File: config.mk
export PLATFORM = sky130hd
export DESIGN_NAME = two_axis_linear_interp_start
export DESIGN_NICKNAME = d
export VERILOG_FILES = /design/src/verilog/lin_pkg.sv /design/src/verilog/two_axis_linear_interp_start.sv
export VERILOG_INCLUDE_DIRS = /design/src /design/src/verilog
export SDC_FILE = /design/constraint.sdc
export NUM_CORES = 2
export LEC_CHECK = 0
export BUFFER_PORTS_ARGS = -buffer_cell sky130_fd_sc_hd__buf_2
export CORE_ASPECT_RATIO = 1.1
export CORE_MARGIN = 2
export CORE_UTILIZATION = 30
export DETAILED_ROUTE_END_ITERATION = 16
export PLACE_DENSITY_LB_ADDON = 0.25
export SLEW_MARGIN = 20
export SYNTH_ARGS = -nofsm -noshare
export SYNTH_HDL_FRONTEND = slang
export SYNTH_SLANG_ARGS = --single-unit
File: constraint.sdc
create_clock -name clk_in -period 8.5 [get_ports clk_in]
set_clock_uncertainty 0.2 [all_clocks]
set_input_delay 0.85 -clock clk_in [delete_from_list [all_inputs] [get_ports clk_in]]
set_output_delay 0.85 -clock clk_in [all_outputs]
set_load 0.005 [all_outputs]
File: src/verilog/lin_consts.svh
// offsets, field positions, reset values and counts of the interpolation start
`ifndef LIN_CONSTS_SVH
`define LIN_CONSTS_SVH

`define REG_CTRL 8'h00
`define REG_STATUS 8'h04
`define REG_INT_STATUS 8'h08
`define REG_INT_MASK 8'h0C
`define REG_X_POS 8'h10
`define REG_Y_POS 8'h14
`define REG_AUX_SPEED 8'h18
`define REG_AUX_BIAS 8'h1C
`define REG_AUX_TIMES 8'h20

`define CTRL_ADV_BIT 0
`define CTRL_ERR_CLR_BIT 1
`define ST_BUSY_BIT 0
`define ST_MAIN_Y_BIT 1
`define ST_INSTR_ERR_BIT 2
`define ST_X_ERR_BIT 3
`define ST_Y_ERR_BIT 4
`define ST_CODE_LSB 16

`define INT_W 3
`define INT_DONE_BIT 0
`define INT_INSTR_ERR_BIT 1
`define INT_AXIS_ERR_BIT 2
`define INT_MASK_RESET 3'h0

`define AXIS_OPERAND_MAX 16'h0001
`define AXIS_SELECT_XY 16'h0003
`define STEP_MAX_STD 16'h001E
`define STEP_MAX_ADV 16'h0050
`define ERR_CODE_SELECT 16'h00FD
`define ERR_CODE_Y_BUSY 16'h00F2
`define ERR_CODE_NONE 16'h0000

`define FRAC_W 16
`define CLK_PERIOD_NS 10
`define NS_PER_S 1000000000
`define CLK_HZ (`NS_PER_S / `CLK_PERIOD_NS)

`endif

File: src/verilog/lin_pkg.sv
// types shared by the two-axis interpolation start logic
package lin_pkg;

  typedef enum logic [1:0] {
    PAT_END,
    PAT_CONTINUED,
    PAT_INCESSANT,
    PAT_RESERVED
  } pattern_t;

  typedef struct packed {
    logic absolute;
    pattern_t pattern;
    logic signed [31:0] target;
    logic [31:0] speed;
    logic [15:0] acc_time;
    logic [15:0] dec_time;
    logic [31:0] bias;
  } step_data_t;

  typedef struct packed {
    logic [15:0] slot_operand;
    logic [15:0] axis_operand;
    logic [15:0] step_operand;
    logic [15:0] axis_select_operand;
  } lin_cmd_t;

  typedef enum logic [2:0] {
    ST_IDLE,
    ST_FETCH,
    ST_LOAD,
    ST_DIVIDE,
    ST_SCALE,
    ST_RUN
  } lin_state_t;

endpackage : lin_pkg

File: src/verilog/two_axis_linear_interp_start.sv
// two-axis straight-line interpolation start and pulse stepping
// Overview of operation
// - start only on a rising edge of the input condition, never on level
// - both axes move so the combined path is a straight line to target
// - target is absolute or incremental per the step's coordinate setting
// - larger travel axis becomes main axis; on a tie axis X is main
// - auxiliary speed is main speed times aux over main distance, auto times
// - only End and Continued patterns; anything else runs as End
// - main axis Continued raises no error and chains to the next step
// - auxiliary axis Continued setting has no effect
// - axis select bit 0 is X, bit 1 is Y, bit 2 absent, 15..3 unused
// - axis select other than 3 reports code 253 and no motion
// - axis operand not 0 or 1 sets instruction error only, no motion
// - step outside 0~30 or 0~80 sets axis error, not instruction error
// - the step operand picks the same step data for both axes
// - axis operand value in range does not steer motion
// - refuse while X operates or is in error; Y busy gives code 242
//
// Strobed register access and the register offsets were chosen for this implementation.
`timescale 1ns/1ps
`include "lin_consts.svh"

module two_axis_linear_interp_start #(
  parameter int STEP_W = 7,
  parameter logic [15:0] STEP_ERR_CODE = 16'h0001
) (
  // clock and reset
  input wire logic clk_in,
  input wire logic rst_in,
  // instruction from the sequence program
  input wire logic start_cond_in,
  input wire lin_pkg::lin_cmd_t cmd_in,
  input wire logic y_axis_busy_in,
  // step data fetch
  output logic [STEP_W-1:0] step_addr_out,
  input wire lin_pkg::step_data_t step_x_in,
  input wire lin_pkg::step_data_t step_y_in,
  // register port
  input wire logic [7:0] reg_addr_in,
  input wire logic [31:0] reg_wdata_in,
  input wire logic reg_write_in,
  input wire logic reg_read_in,
  output logic [31:0] reg_rdata_out,
  output logic irq_out,
  // flags
  output logic instruction_error_flag_out,
  output logic x_axis_error_flag_out,
  output logic y_axis_error_flag_out,
  output logic x_axis_busy_flag_out,
  output logic [15:0] error_code_out,
  // pulse outputs
  output logic x_pulse_out,
  output logic x_dir_out,
  output logic y_pulse_out,
  output logic y_dir_out
);

  localparam logic [32:0] CLK_HZ = 33'(`CLK_HZ);

  lin_pkg::lin_state_t state;
  logic prev_cond;
  logic ctrl_adv;
  logic [`INT_W-1:0] int_status;
  logic [`INT_W-1:0] int_mask;
  logic signed [31:0] x_pos;
  logic signed [31:0] y_pos;
  logic main_is_y;
  logic main_cont;
  logic [31:0] main_dist;
  logic [31:0] aux_dist;
  logic [31:0] main_left;
  logic [31:0] main_speed;
  logic [31:0] main_bias;
  logic [31:0] aux_speed;
  logic [31:0] aux_bias;
  logic [15:0] aux_acc;
  logic [15:0] aux_dec;
  logic [33:0] rem;
  logic [`FRAC_W:0] quo;
  logic [4:0] bit_cnt;
  logic [32:0] phase;
  logic [32:0] err_acc;
  logic done_evt;

  // -------------------------------------------------------------
  // distance of one axis
  // -------------------------------------------------------------
  function automatic logic [32:0] travel(input lin_pkg::step_data_t s,
                                         input logic signed [31:0] pos);
    logic signed [32:0] diff;
    diff = s.absolute ? 33'(s.target) - 33'(pos) : 33'(s.target);
    travel = diff[32] ? {1'b1, 32'(-diff)} : {1'b0, diff[31:0]};
  endfunction : travel

  // -------------------------------------------------------------
  // start decode
  // -------------------------------------------------------------
  logic cond_edge;
  logic axis_ok;
  logic step_ok;
  logic select_ok;
  logic start_ok;
  logic [15:0] step_max;
  logic [32:0] x_trav;
  logic [32:0] y_trav;
  logic y_main;

  assign step_max = ctrl_adv ? `STEP_MAX_ADV : `STEP_MAX_STD;
  assign cond_edge = start_cond_in && !prev_cond;
  assign axis_ok = cmd_in.axis_operand <= `AXIS_OPERAND_MAX;
  assign step_ok = cmd_in.step_operand <= step_max;
  assign select_ok = cmd_in.axis_select_operand == `AXIS_SELECT_XY;
  assign start_ok = cond_edge && axis_ok && !x_axis_busy_flag_out &&
                    !x_axis_error_flag_out && step_ok && select_ok &&
                    !y_axis_busy_in;
  assign x_trav = travel(step_x_in, x_pos);
  assign y_trav = travel(step_y_in, y_pos);
  assign y_main = y_trav[31:0] > x_trav[31:0];

  always_ff @(posedge clk_in) begin
    if (rst_in) begin
      prev_cond <= 1'b0;
    end else begin
      prev_cond <= start_cond_in;
    end
  end

  // -------------------------------------------------------------
  // step pacing
  // -------------------------------------------------------------
  logic [32:0] next_phase;
  logic tick;
  logic [32:0] next_err;
  logic aux_hit;
  logic [48:0] speed_prod;
  logic [48:0] bias_prod;
  logic [33:0] rem_diff;

  assign next_phase = phase + {1'b0, main_speed};
  assign tick = next_phase >= CLK_HZ;
  assign next_err = err_acc + {1'b0, aux_dist};
  assign aux_hit = next_err >= {1'b0, main_dist};
  assign speed_prod = main_speed * quo;
  assign bias_prod = main_bias * quo;
  assign rem_diff = rem - {2'b00, main_dist};

  // -------------------------------------------------------------
  // sequencer and motion
  // -------------------------------------------------------------
  always_ff @(posedge clk_in) begin
    if (rst_in) begin
      state <= lin_pkg::ST_IDLE;
      step_addr_out <= '0;
      x_axis_busy_flag_out <= 1'b0;
      x_pulse_out <= 1'b0;
      y_pulse_out <= 1'b0;
      x_dir_out <= 1'b0;
      y_dir_out <= 1'b0;
      main_is_y <= 1'b0;
      main_cont <= 1'b0;
      main_dist <= '0;
      aux_dist <= '0;
      main_left <= '0;
      main_speed <= '0;
      main_bias <= '0;
      aux_speed <= '0;
      aux_bias <= '0;
      aux_acc <= '0;
      aux_dec <= '0;
      rem <= '0;
      quo <= '0;
      bit_cnt <= '0;
      phase <= '0;
      err_acc <= '0;
      done_evt <= 1'b0;
    end else begin
      x_pulse_out <= 1'b0;
      y_pulse_out <= 1'b0;
      done_evt <= 1'b0;
      case (state)
        lin_pkg::ST_IDLE: begin
          if (start_ok) begin
            step_addr_out <= cmd_in.step_operand[STEP_W-1:0];
            x_axis_busy_flag_out <= 1'b1;
            state <= lin_pkg::ST_FETCH;
          end
        end
        lin_pkg::ST_FETCH: begin
          state <= lin_pkg::ST_LOAD;
        end
        lin_pkg::ST_LOAD: begin
          main_is_y <= y_main;
          x_dir_out <= x_trav[32];
          y_dir_out <= y_trav[32];
          main_dist <= y_main ? y_trav[31:0] : x_trav[31:0];
          aux_dist <= y_main ? x_trav[31:0] : y_trav[31:0];
          main_speed <= y_main ? step_y_in.speed : step_x_in.speed;
          main_bias <= y_main ? step_y_in.bias : step_x_in.bias;
          aux_acc <= y_main ? step_y_in.acc_time : step_x_in.acc_time;
          aux_dec <= y_main ? step_y_in.dec_time : step_x_in.dec_time;
          main_cont <= (y_main ? step_y_in.pattern : step_x_in.pattern)
                       == lin_pkg::PAT_CONTINUED;
          rem <= {2'b00, y_main ? x_trav[31:0] : y_trav[31:0]};
          quo <= '0;
          bit_cnt <= '0;
          state <= lin_pkg::ST_DIVIDE;
        end
        lin_pkg::ST_DIVIDE: begin
          // ratio of aux to main distance as a 16-bit fraction
          if (rem >= {2'b00, main_dist}) begin
            quo <= {quo[`FRAC_W-1:0], 1'b1};
            rem <= {rem_diff[32:0], 1'b0};
          end else begin
            quo <= {quo[`FRAC_W-1:0], 1'b0};
            rem <= {rem[32:0], 1'b0};
          end
          bit_cnt <= 5'(bit_cnt + 5'h01);
          if (bit_cnt == 5'(`FRAC_W)) begin
            state <= lin_pkg::ST_SCALE;
          end
        end
        lin_pkg::ST_SCALE: begin
          aux_speed <= (main_dist == '0) ? '0 : speed_prod[47:16];
          aux_bias <= (main_dist == '0) ? '0 : bias_prod[47:16];
          main_left <= main_dist;
          phase <= '0;
          err_acc <= '0;
          state <= lin_pkg::ST_RUN;
        end
        lin_pkg::ST_RUN: begin
          if (main_left == '0) begin
            if (main_cont && 16'(step_addr_out) < step_max) begin
              step_addr_out <= STEP_W'(step_addr_out + 1'b1);
              state <= lin_pkg::ST_FETCH;
            end else begin
              done_evt <= 1'b1;
              x_axis_busy_flag_out <= 1'b0;
              state <= lin_pkg::ST_IDLE;
            end
          end else begin
            phase <= tick ? 33'(next_phase - CLK_HZ) : next_phase;
            if (tick) begin
              main_left <= main_left - 32'h0000_0001;
              x_pulse_out <= main_is_y ? aux_hit : 1'b1;
              y_pulse_out <= main_is_y ? 1'b1 : aux_hit;
              err_acc <= aux_hit ? 33'(next_err - {1'b0, main_dist})
                                 : next_err;
            end
          end
        end
        default: begin
          state <= lin_pkg::ST_IDLE;
        end
      endcase
    end
  end

  // -------------------------------------------------------------
  // current positions
  // -------------------------------------------------------------
  always_ff @(posedge clk_in) begin
    if (rst_in) begin
      x_pos <= '0;
      y_pos <= '0;
    end else begin
      if (x_pulse_out) begin
        x_pos <= x_dir_out ? x_pos - 32'sd1 : x_pos + 32'sd1;
      end
      if (y_pulse_out) begin
        y_pos <= y_dir_out ? y_pos - 32'sd1 : y_pos + 32'sd1;
      end
    end
  end

  // -------------------------------------------------------------
  // error flags and codes
  // -------------------------------------------------------------
  logic err_clr;
  logic step_fail;
  logic select_fail;
  logic ybusy_fail;
  logic checks_go;

  assign err_clr = reg_write_in && reg_addr_in == `REG_CTRL &&
                   reg_wdata_in[`CTRL_ERR_CLR_BIT];
  assign checks_go = cond_edge && axis_ok && !x_axis_busy_flag_out &&
                     !x_axis_error_flag_out;
  assign step_fail = checks_go && !step_ok;
  assign select_fail = checks_go && step_ok && !select_ok;
  assign ybusy_fail = checks_go && step_ok && select_ok && y_axis_busy_in;

  always_ff @(posedge clk_in) begin
    if (rst_in) begin
      instruction_error_flag_out <= 1'b0;
      x_axis_error_flag_out <= 1'b0;
      y_axis_error_flag_out <= 1'b0;
      error_code_out <= `ERR_CODE_NONE;
    end else begin
      if (cond_edge) begin
        instruction_error_flag_out <= !axis_ok;
      end
      if (err_clr) begin
        x_axis_error_flag_out <= 1'b0;
        y_axis_error_flag_out <= 1'b0;
        error_code_out <= `ERR_CODE_NONE;
      end
      if (step_fail) begin
        x_axis_error_flag_out <= 1'b1;
        error_code_out <= STEP_ERR_CODE;
      end
      if (select_fail) begin
        x_axis_error_flag_out <= 1'b1;
        error_code_out <= `ERR_CODE_SELECT;
      end
      if (ybusy_fail) begin
        y_axis_error_flag_out <= 1'b1;
        error_code_out <= `ERR_CODE_Y_BUSY;
      end
    end
  end

  // -------------------------------------------------------------
  // registers and interrupt
  // -------------------------------------------------------------
  logic [`INT_W-1:0] int_set;
  logic [`INT_W-1:0] int_clr;
  logic [`INT_W-1:0] next_int_status;
  logic [31:0] status_word;

  assign int_set = {step_fail || select_fail || ybusy_fail,
                    cond_edge && !axis_ok, done_evt};
  assign int_clr = (reg_write_in && reg_addr_in == `REG_INT_STATUS) ?
                   reg_wdata_in[`INT_W-1:0] : '0;
  assign next_int_status = (int_status & ~int_clr) | int_set;
  assign status_word = {error_code_out, 11'h000, y_axis_error_flag_out,
                        x_axis_error_flag_out, instruction_error_flag_out,
                        main_is_y, x_axis_busy_flag_out};

  always_ff @(posedge clk_in) begin
    if (rst_in) begin
      ctrl_adv <= 1'b0;
      int_status <= '0;
      int_mask <= `INT_MASK_RESET;
      irq_out <= 1'b0;
      reg_rdata_out <= '0;
    end else begin
      int_status <= next_int_status;
      irq_out <= |(next_int_status & int_mask);
      if (reg_write_in && reg_addr_in == `REG_CTRL) begin
        ctrl_adv <= reg_wdata_in[`CTRL_ADV_BIT];
      end
      if (reg_write_in && reg_addr_in == `REG_INT_MASK) begin
        int_mask <= reg_wdata_in[`INT_W-1:0];
      end
      reg_rdata_out <= '0;
      if (reg_read_in) begin
        case (reg_addr_in)
          `REG_CTRL: reg_rdata_out <= {31'h0000_0000, ctrl_adv};
          `REG_STATUS: reg_rdata_out <= status_word;
          `REG_INT_STATUS: reg_rdata_out <= {29'h0000_0000, int_status};
          `REG_INT_MASK: reg_rdata_out <= {29'h0000_0000, int_mask};
          `REG_X_POS: reg_rdata_out <= x_pos;
          `REG_Y_POS: reg_rdata_out <= y_pos;
          `REG_AUX_SPEED: reg_rdata_out <= aux_speed;
          `REG_AUX_BIAS: reg_rdata_out <= aux_bias;
          `REG_AUX_TIMES: reg_rdata_out <= {aux_dec, aux_acc};
          default: reg_rdata_out <= '0;
        endcase
      end
    end
  end
endmodule : two_axis_linear_interp_start

After elaboration in Yosys (flattened, before gate mapping)
Index checks and enable logic that the tools add are counted.
Widths: inputs -> output; s select.
{ "word_totals": {"ff_bits": 512, "latchBits": 0, "ram_bits": 0, "rom_bits": 0, "in_bits": 372, "out_inout_bits": 64, "wordCells": 195, "mem_count": 0} }
{ "op_classes": {"addsub": 16, "n_mul": 2, "div": 0, "order_cmp": 7, "eq_ne": 23, "shift": 0, "n_mux": 57, "bitwise": 8, "n_reduce_logical": 45} }
{ "op_table": {"columns": ["op", "n"], "rows": [
  ["$mux 32", 10],
  ["$mux 33", 9],
  ["$pmux 32 s9", 1],
  ["$pmux 33 s2", 2],
  ["$mul 32x17->48", 2],
  ["$pmux 34 s2", 1],
  ["$add 33x32->33", 2],
  ["$sub 32x32->33", 2],
  ["$sub 33x32->33", 2],
  ["$add 32x2->32 const B", 2],
  ["$logic_not 32->1", 2],
  ["$neg 32->32", 2],
  ["$pmux 32 s2", 1],
  ["$sub 32x2->32 const B", 2],
  ["$ge 34x32->1", 1],
  ["$mux 34", 1],
  ["$pmux 17 s2", 1],
  ["$ge 33x27->1 const B", 1],
  ["$ge 33x32->1", 1],
  ["$sub 33x27->33 const B", 1],
  ["$eq 8x5->1 const B", 4],
  ["$gt 32x32->1", 1],
  ["$mux 16", 2],
  ["$mux 8", 4],
  ["42 further kinds", 101]
]} }

Longest topological paths before layout
{ "depth": {"word_depth": 12, "mapped_depth": 30, "depth_no_buf": 27} }

Worst setup path before layout
OpenSTA, ideal clock, no wires.
{ "synth_path": {"kind": "flip-flop to flip-flop", "from": "reg quo[2]", "to": "reg aux_bias[31]", "setup_ns": 0.117, "t_arrival_ns": 7.098, "required_time_ns": 8.183, "setup_slack_ns": 1.085, "stages_incl_launch_ff": 27, "n_path_buf": 2, "period_less_slack_ns": 7.415, "path_cell_list": "dfxtp_1 clkbuf_1 clkbuf_1 nand2_1 fa_1 fa_1 fa_1 inv_1 fa_1 fa_1 inv_1 fa_1 inv_1 ha_1 a21o_1 a21o_1 a21oi_1 o211ai_1 o21a_1 a31o_2 a41oi_1 o21a_1 nor3_1 a2111oi_1 a21oi_1 xnor2_1 a22o_1"} }
{ "synth_via": {"elab_chain_len": 2} }
{ "synth_rtl": {"columns": ["item", "line_no", "text"], "rows": [
  ["start: declaration", "two_axis_linear_interp_start.sv:79", "logic [`FRAC_W:0] quo;"],
  ["start signal: assignment", "two_axis_linear_interp_start.sv:211", "quo <= {quo[`FRAC_W-1:0], 1'b1};"],
  ["start signal: assignment", "two_axis_linear_interp_start.sv:214", "quo <= {quo[`FRAC_W-1:0], 1'b0};"],
  ["$mul 32x17->48", "two_axis_linear_interp_start.sv:144", "assign bias_prod = main_bias * quo;"],
  ["$mux 32", "two_axis_linear_interp_start.sv:224", "aux_bias <= (main_dist == '0) ? '0 : bias_prod[47:16];"],
  ["end signal: assignment", "two_axis_linear_interp_start.sv:224", null],
  ["end: declaration", "two_axis_linear_interp_start.sv:75", "logic [31:0] aux_bias;"]
]} }
No other way between the ends.
A chain may end at the register's enable or synchronous reset.

Final worst setup path
{ "layout_path": {"from": "reg main_bias[10]", "to": "reg aux_bias[26]"} }
{ "layout_via": {"elab_chain_len": 2} }
{ "layout_rtl": {"columns": ["item", "line_no", "text"], "rows": [
  ["start: declaration", "two_axis_linear_interp_start.sv:73", "logic [31:0] main_bias;"],
  ["start signal: assignment", "two_axis_linear_interp_start.sv:198", "main_bias <= y_main ? step_y_in.bias : step_x_in.bias;"],
  ["$mul 32x17->48", "two_axis_linear_interp_start.sv:144", null],
  ["$mux 32", "two_axis_linear_interp_start.sv:224", null]
]} }
No other way between the ends.

==> results.yml <==
routing:
  ant_nets: 0
  via_count: 62500
  viasPerCell: 5.18
  drtPass1Iterations: 6
  drt_iter0_drc: 4228
  wl_mm: 260
  routed.top_layer: "met5"
  post_drt_wl_per_cell_um: 21.5
  wl_met3_mm: 13.0
  drc: 0
  wl_met2_mm: 127
  m1WireLength_mm: 111
setup_path:
  crit_family: "adder cells"
  reg2reg_from: "main_bias[10]"
  slowest_delay_ns: 0.76
  cpMaxStageDelayCell: "dfxtp_1"
  required_ns: 8.90
  cp_max_fo: 12
  crit_arrival_ns: 8.34
  rr_worst_depth: 25
  reg2reg_slack_ns: 0.56
  reg2reg_to: "aux_bias[26]"
  criticalPathCategory: "flop to flop"
  cp-start-kind: "flop"
  crit_buf_inv: 5
  path_depth: 25
  endpoint_kind: "flop"
  cpMostUsedCell: "fa_1"
power_and_ir_drop:
  switching_share_pct: 39.8
  seq_power_share_pct: 27.9
  p_switching_mw: 3.87
  p_clk_share_pct: 35.4
  peakVddDrop_mv: 0.139
  combPwrFrac_pct: 36.6
  internal_power_mw: 5.85
  p_per_area_nw_per_um2: 122
  power_leakage_nw: 36.9
floorplanning:
  die_area_um2: 242000
  die_y_um: 516
  initial_utilization_pct: 30.2
  design.core.area_um2: 236000
  fp-row-count: 187
  fp.dieW_um: 469
  ios: 436
sta:
  finalSetupViolCount: 0
  hold_viol: 0
  period_share_pct: 93.5
  fin_crit_ns: 7.94
  fmax_mhz: 126
  finalSetupTns_ns: 0
  rsz0062_at_grt: "false"
  worst_pin_slew_ns: 1.13
  slew-limit-headroom_pct: 24.4
  slew_violations: 0
finish:
  layout-drive-gt1-share_pct: 9.09
  area_delta_synth_final_pct: 11.5
  layout.nets: 10700
  regMostFlops: "rem"
  largestRegisters: "rem (34), err_acc (33), phase (33)"
  utilization_pct: 33.7
  layout_commonest_cell: "inv_1"
  largest_register_ffs: 34
  final_cell_mix: "1,264 x inv_1, 1,116 x nand2_1, 900 x fa_1"
global_route:
  grt.total_usage_pct: 21.4
  antenna_found_initial: 10
  grt_pass1_wl_mm: 395
  grt_max_degree: 120
  grt_pass1_vias: 64000
  gr-total-overflow: 0
clock_network:
  tritoncts: "built"
  cts.sinks: 508
  post_cts_buffers: 0
  clk_pin_slew_worst_paths_ns: 0.06
  cts_buffers: 73
  ctsResizeCount: 0
  cts_max_path_buffers: 3
  ctsHoldBuffers: 0
  cts_root_buffer: "clkbuf_16"
  h-tree-depth: 3
  clk-insertion-delay-late_ns: 0.73
synthesis:
  ys_warn_count: 0
  synth_area_per_cell_um2: 8.15
  synth.cell_area_um2: 71400
  async_flop_share_pct: 0
  syn_inst: 8761
  synth_seq_cells: 508
  synth_top_area_share_pct: 25.2
  synth_area_leader_cell: "fa_1"
  synth_area_leaders: "fa_1 25%, dfxtp_1 14%, ha_1 9.3%, inv_1 6.6%, nand2_1 5.9%"
  ys_types: 109
  ys.flop_type: "dfxtp_1"
  synth_edf_count: 0
  ys_seq_area_share_pct: 14.2
min_path:
  min_to: "prev_cond"
  hold_start: "start_cond_in"
  holdCritPathClass: "input port to flop"
  min_path_cells: 2
placement:
  routabilityCongestion: 0.893
  dp_hpwl_mm: 205
  port_buffers: 381
run:
  cap_viol_max_count: 0
status:
  status: "finished, final reports clean"
[worst reg2reg max path: cells and delay by family (launching register included)]
kind            cells  cell delay [ns]
fa+ha+maj           7             3.28
compound gates      9             2.44
flops               1             0.76
simple gates        3             0.61
buf+inv             5             0.44
xor+xnor            1             0.14
[final cells by class]
| class | instances | area (um2) |
|---|---|---|
| fill | 24900 | 157000 |
| multi-input combinational | 6484 | 54600 |
| sequential | 508 | 10200 |
| inverter | 1266 | 4750 |
| tap | 3118 | 3900 |
| timing repair buffer | 566 | 3530 |
| clock buffer | 100 | 2120 |
| clock inverter | 33 | 533 |
| antenna | 7 | 17.5 |
[cells in the mapped netlist (15+ instances only)]
master,count
o21bai_1,32
a211o_1,17
nand2_1,1118
o31ai_1,24
a311oi_1,15
a32o_1,27
a21o_1,146
nand4_1,58
o211ai_1,57
a21boi_0,17
and3_1,51
o2111ai_1,16
a31oi_1,62
nor3_1,102
o2bb2ai_1,16
nor2b_1,53
nand2b_1,56
a31o_2,21
o21ai_0,294
fa_1,900
buf_4,17
a21oi_1,514
clkbuf_1,450
and2_1,423
dfxtp_1,508
buf_1,20
mux2i_1,227
nand3_1,117
or3_1,34
a22oi_1,71
inv_1,1265
buf_2,18
a211oi_1,185
xor2_1,97
nor2_1,548
o21a_1,56
xnor2_1,219
nor4_1,36
a22o_1,54
ha_1,533
[cell families (layout without fill, tap and decap cells)]
logic type      after synthesis  count (layout)  share of synthesized area [%]
simple gates               2693            2693                           17.7
compound gates             1794            1794                           16.7
buf+inv                    1776            1965                           9.49
fa+ha+maj                  1433            1433                           34.6
flops                       508             508                           14.2
xor+xnor                    318             318                           3.92
mux                         238             238                           3.36
other cells                   1              15                        0.00525
[power groups by stage]
stage               logic, mW  clock network (mW)  registers (mW)
finish                   3.56                3.44            2.71
global route             3.88                3.63            2.73
CTS                      3.54                3.54            2.72
detailed placement       3.52                   0            2.77
global placement         3.50                   0            2.76
floorplan                2.45                   0            2.60
[how the worst max path moves through the flow]
stage | endpoint | startpoint | slack [ns]
2_1_floorplan | aux_bias[31] | quo[2] | 1.08
3_3_place_gp | aux_bias[26] | main_bias[9] | 0.26
4_1_cts | aux_bias[26] | main_bias[9] | 0.27
6_report | aux_bias[26] | main_bias[10] | 0.56
3_5_place_dp | aux_bias[26] | main_bias[9] | 0.29
5_1_grt | aux_bias[26] | main_bias[10] | 0.13
[metrics by stage]
stage / power [mW] / hold WS [ns] / cell area [um2] / std cells / worst slack, ns
2_1_floorplan: 5.06 / 0.227 / 71400 / 8768 / 1.08
3_3_place_gp: 6.26 / 0.243 / 77000 / 11900 / 0.256
3_5_place_dp: 6.28 / 0.248 / 77000 / 11900 / 0.288
4_1_cts: 9.79 / 0.135 / 79600 / 12100 / 0.272
5_1_grt: 10.2 / 0.150 / 79600 / 12100 / 0.130
6_report: 9.72 / 0.183 / 79600 / 12100 / 0.556
[layer usage]
metal	vias up	GRT usage [%]
li1	29200	-
met1	31300	27.4
met2	1703	37.1
met3	354	2.61
met4	4	6.84
met5	-	0
No activity file was read; power rests on OpenSTA's default activity.
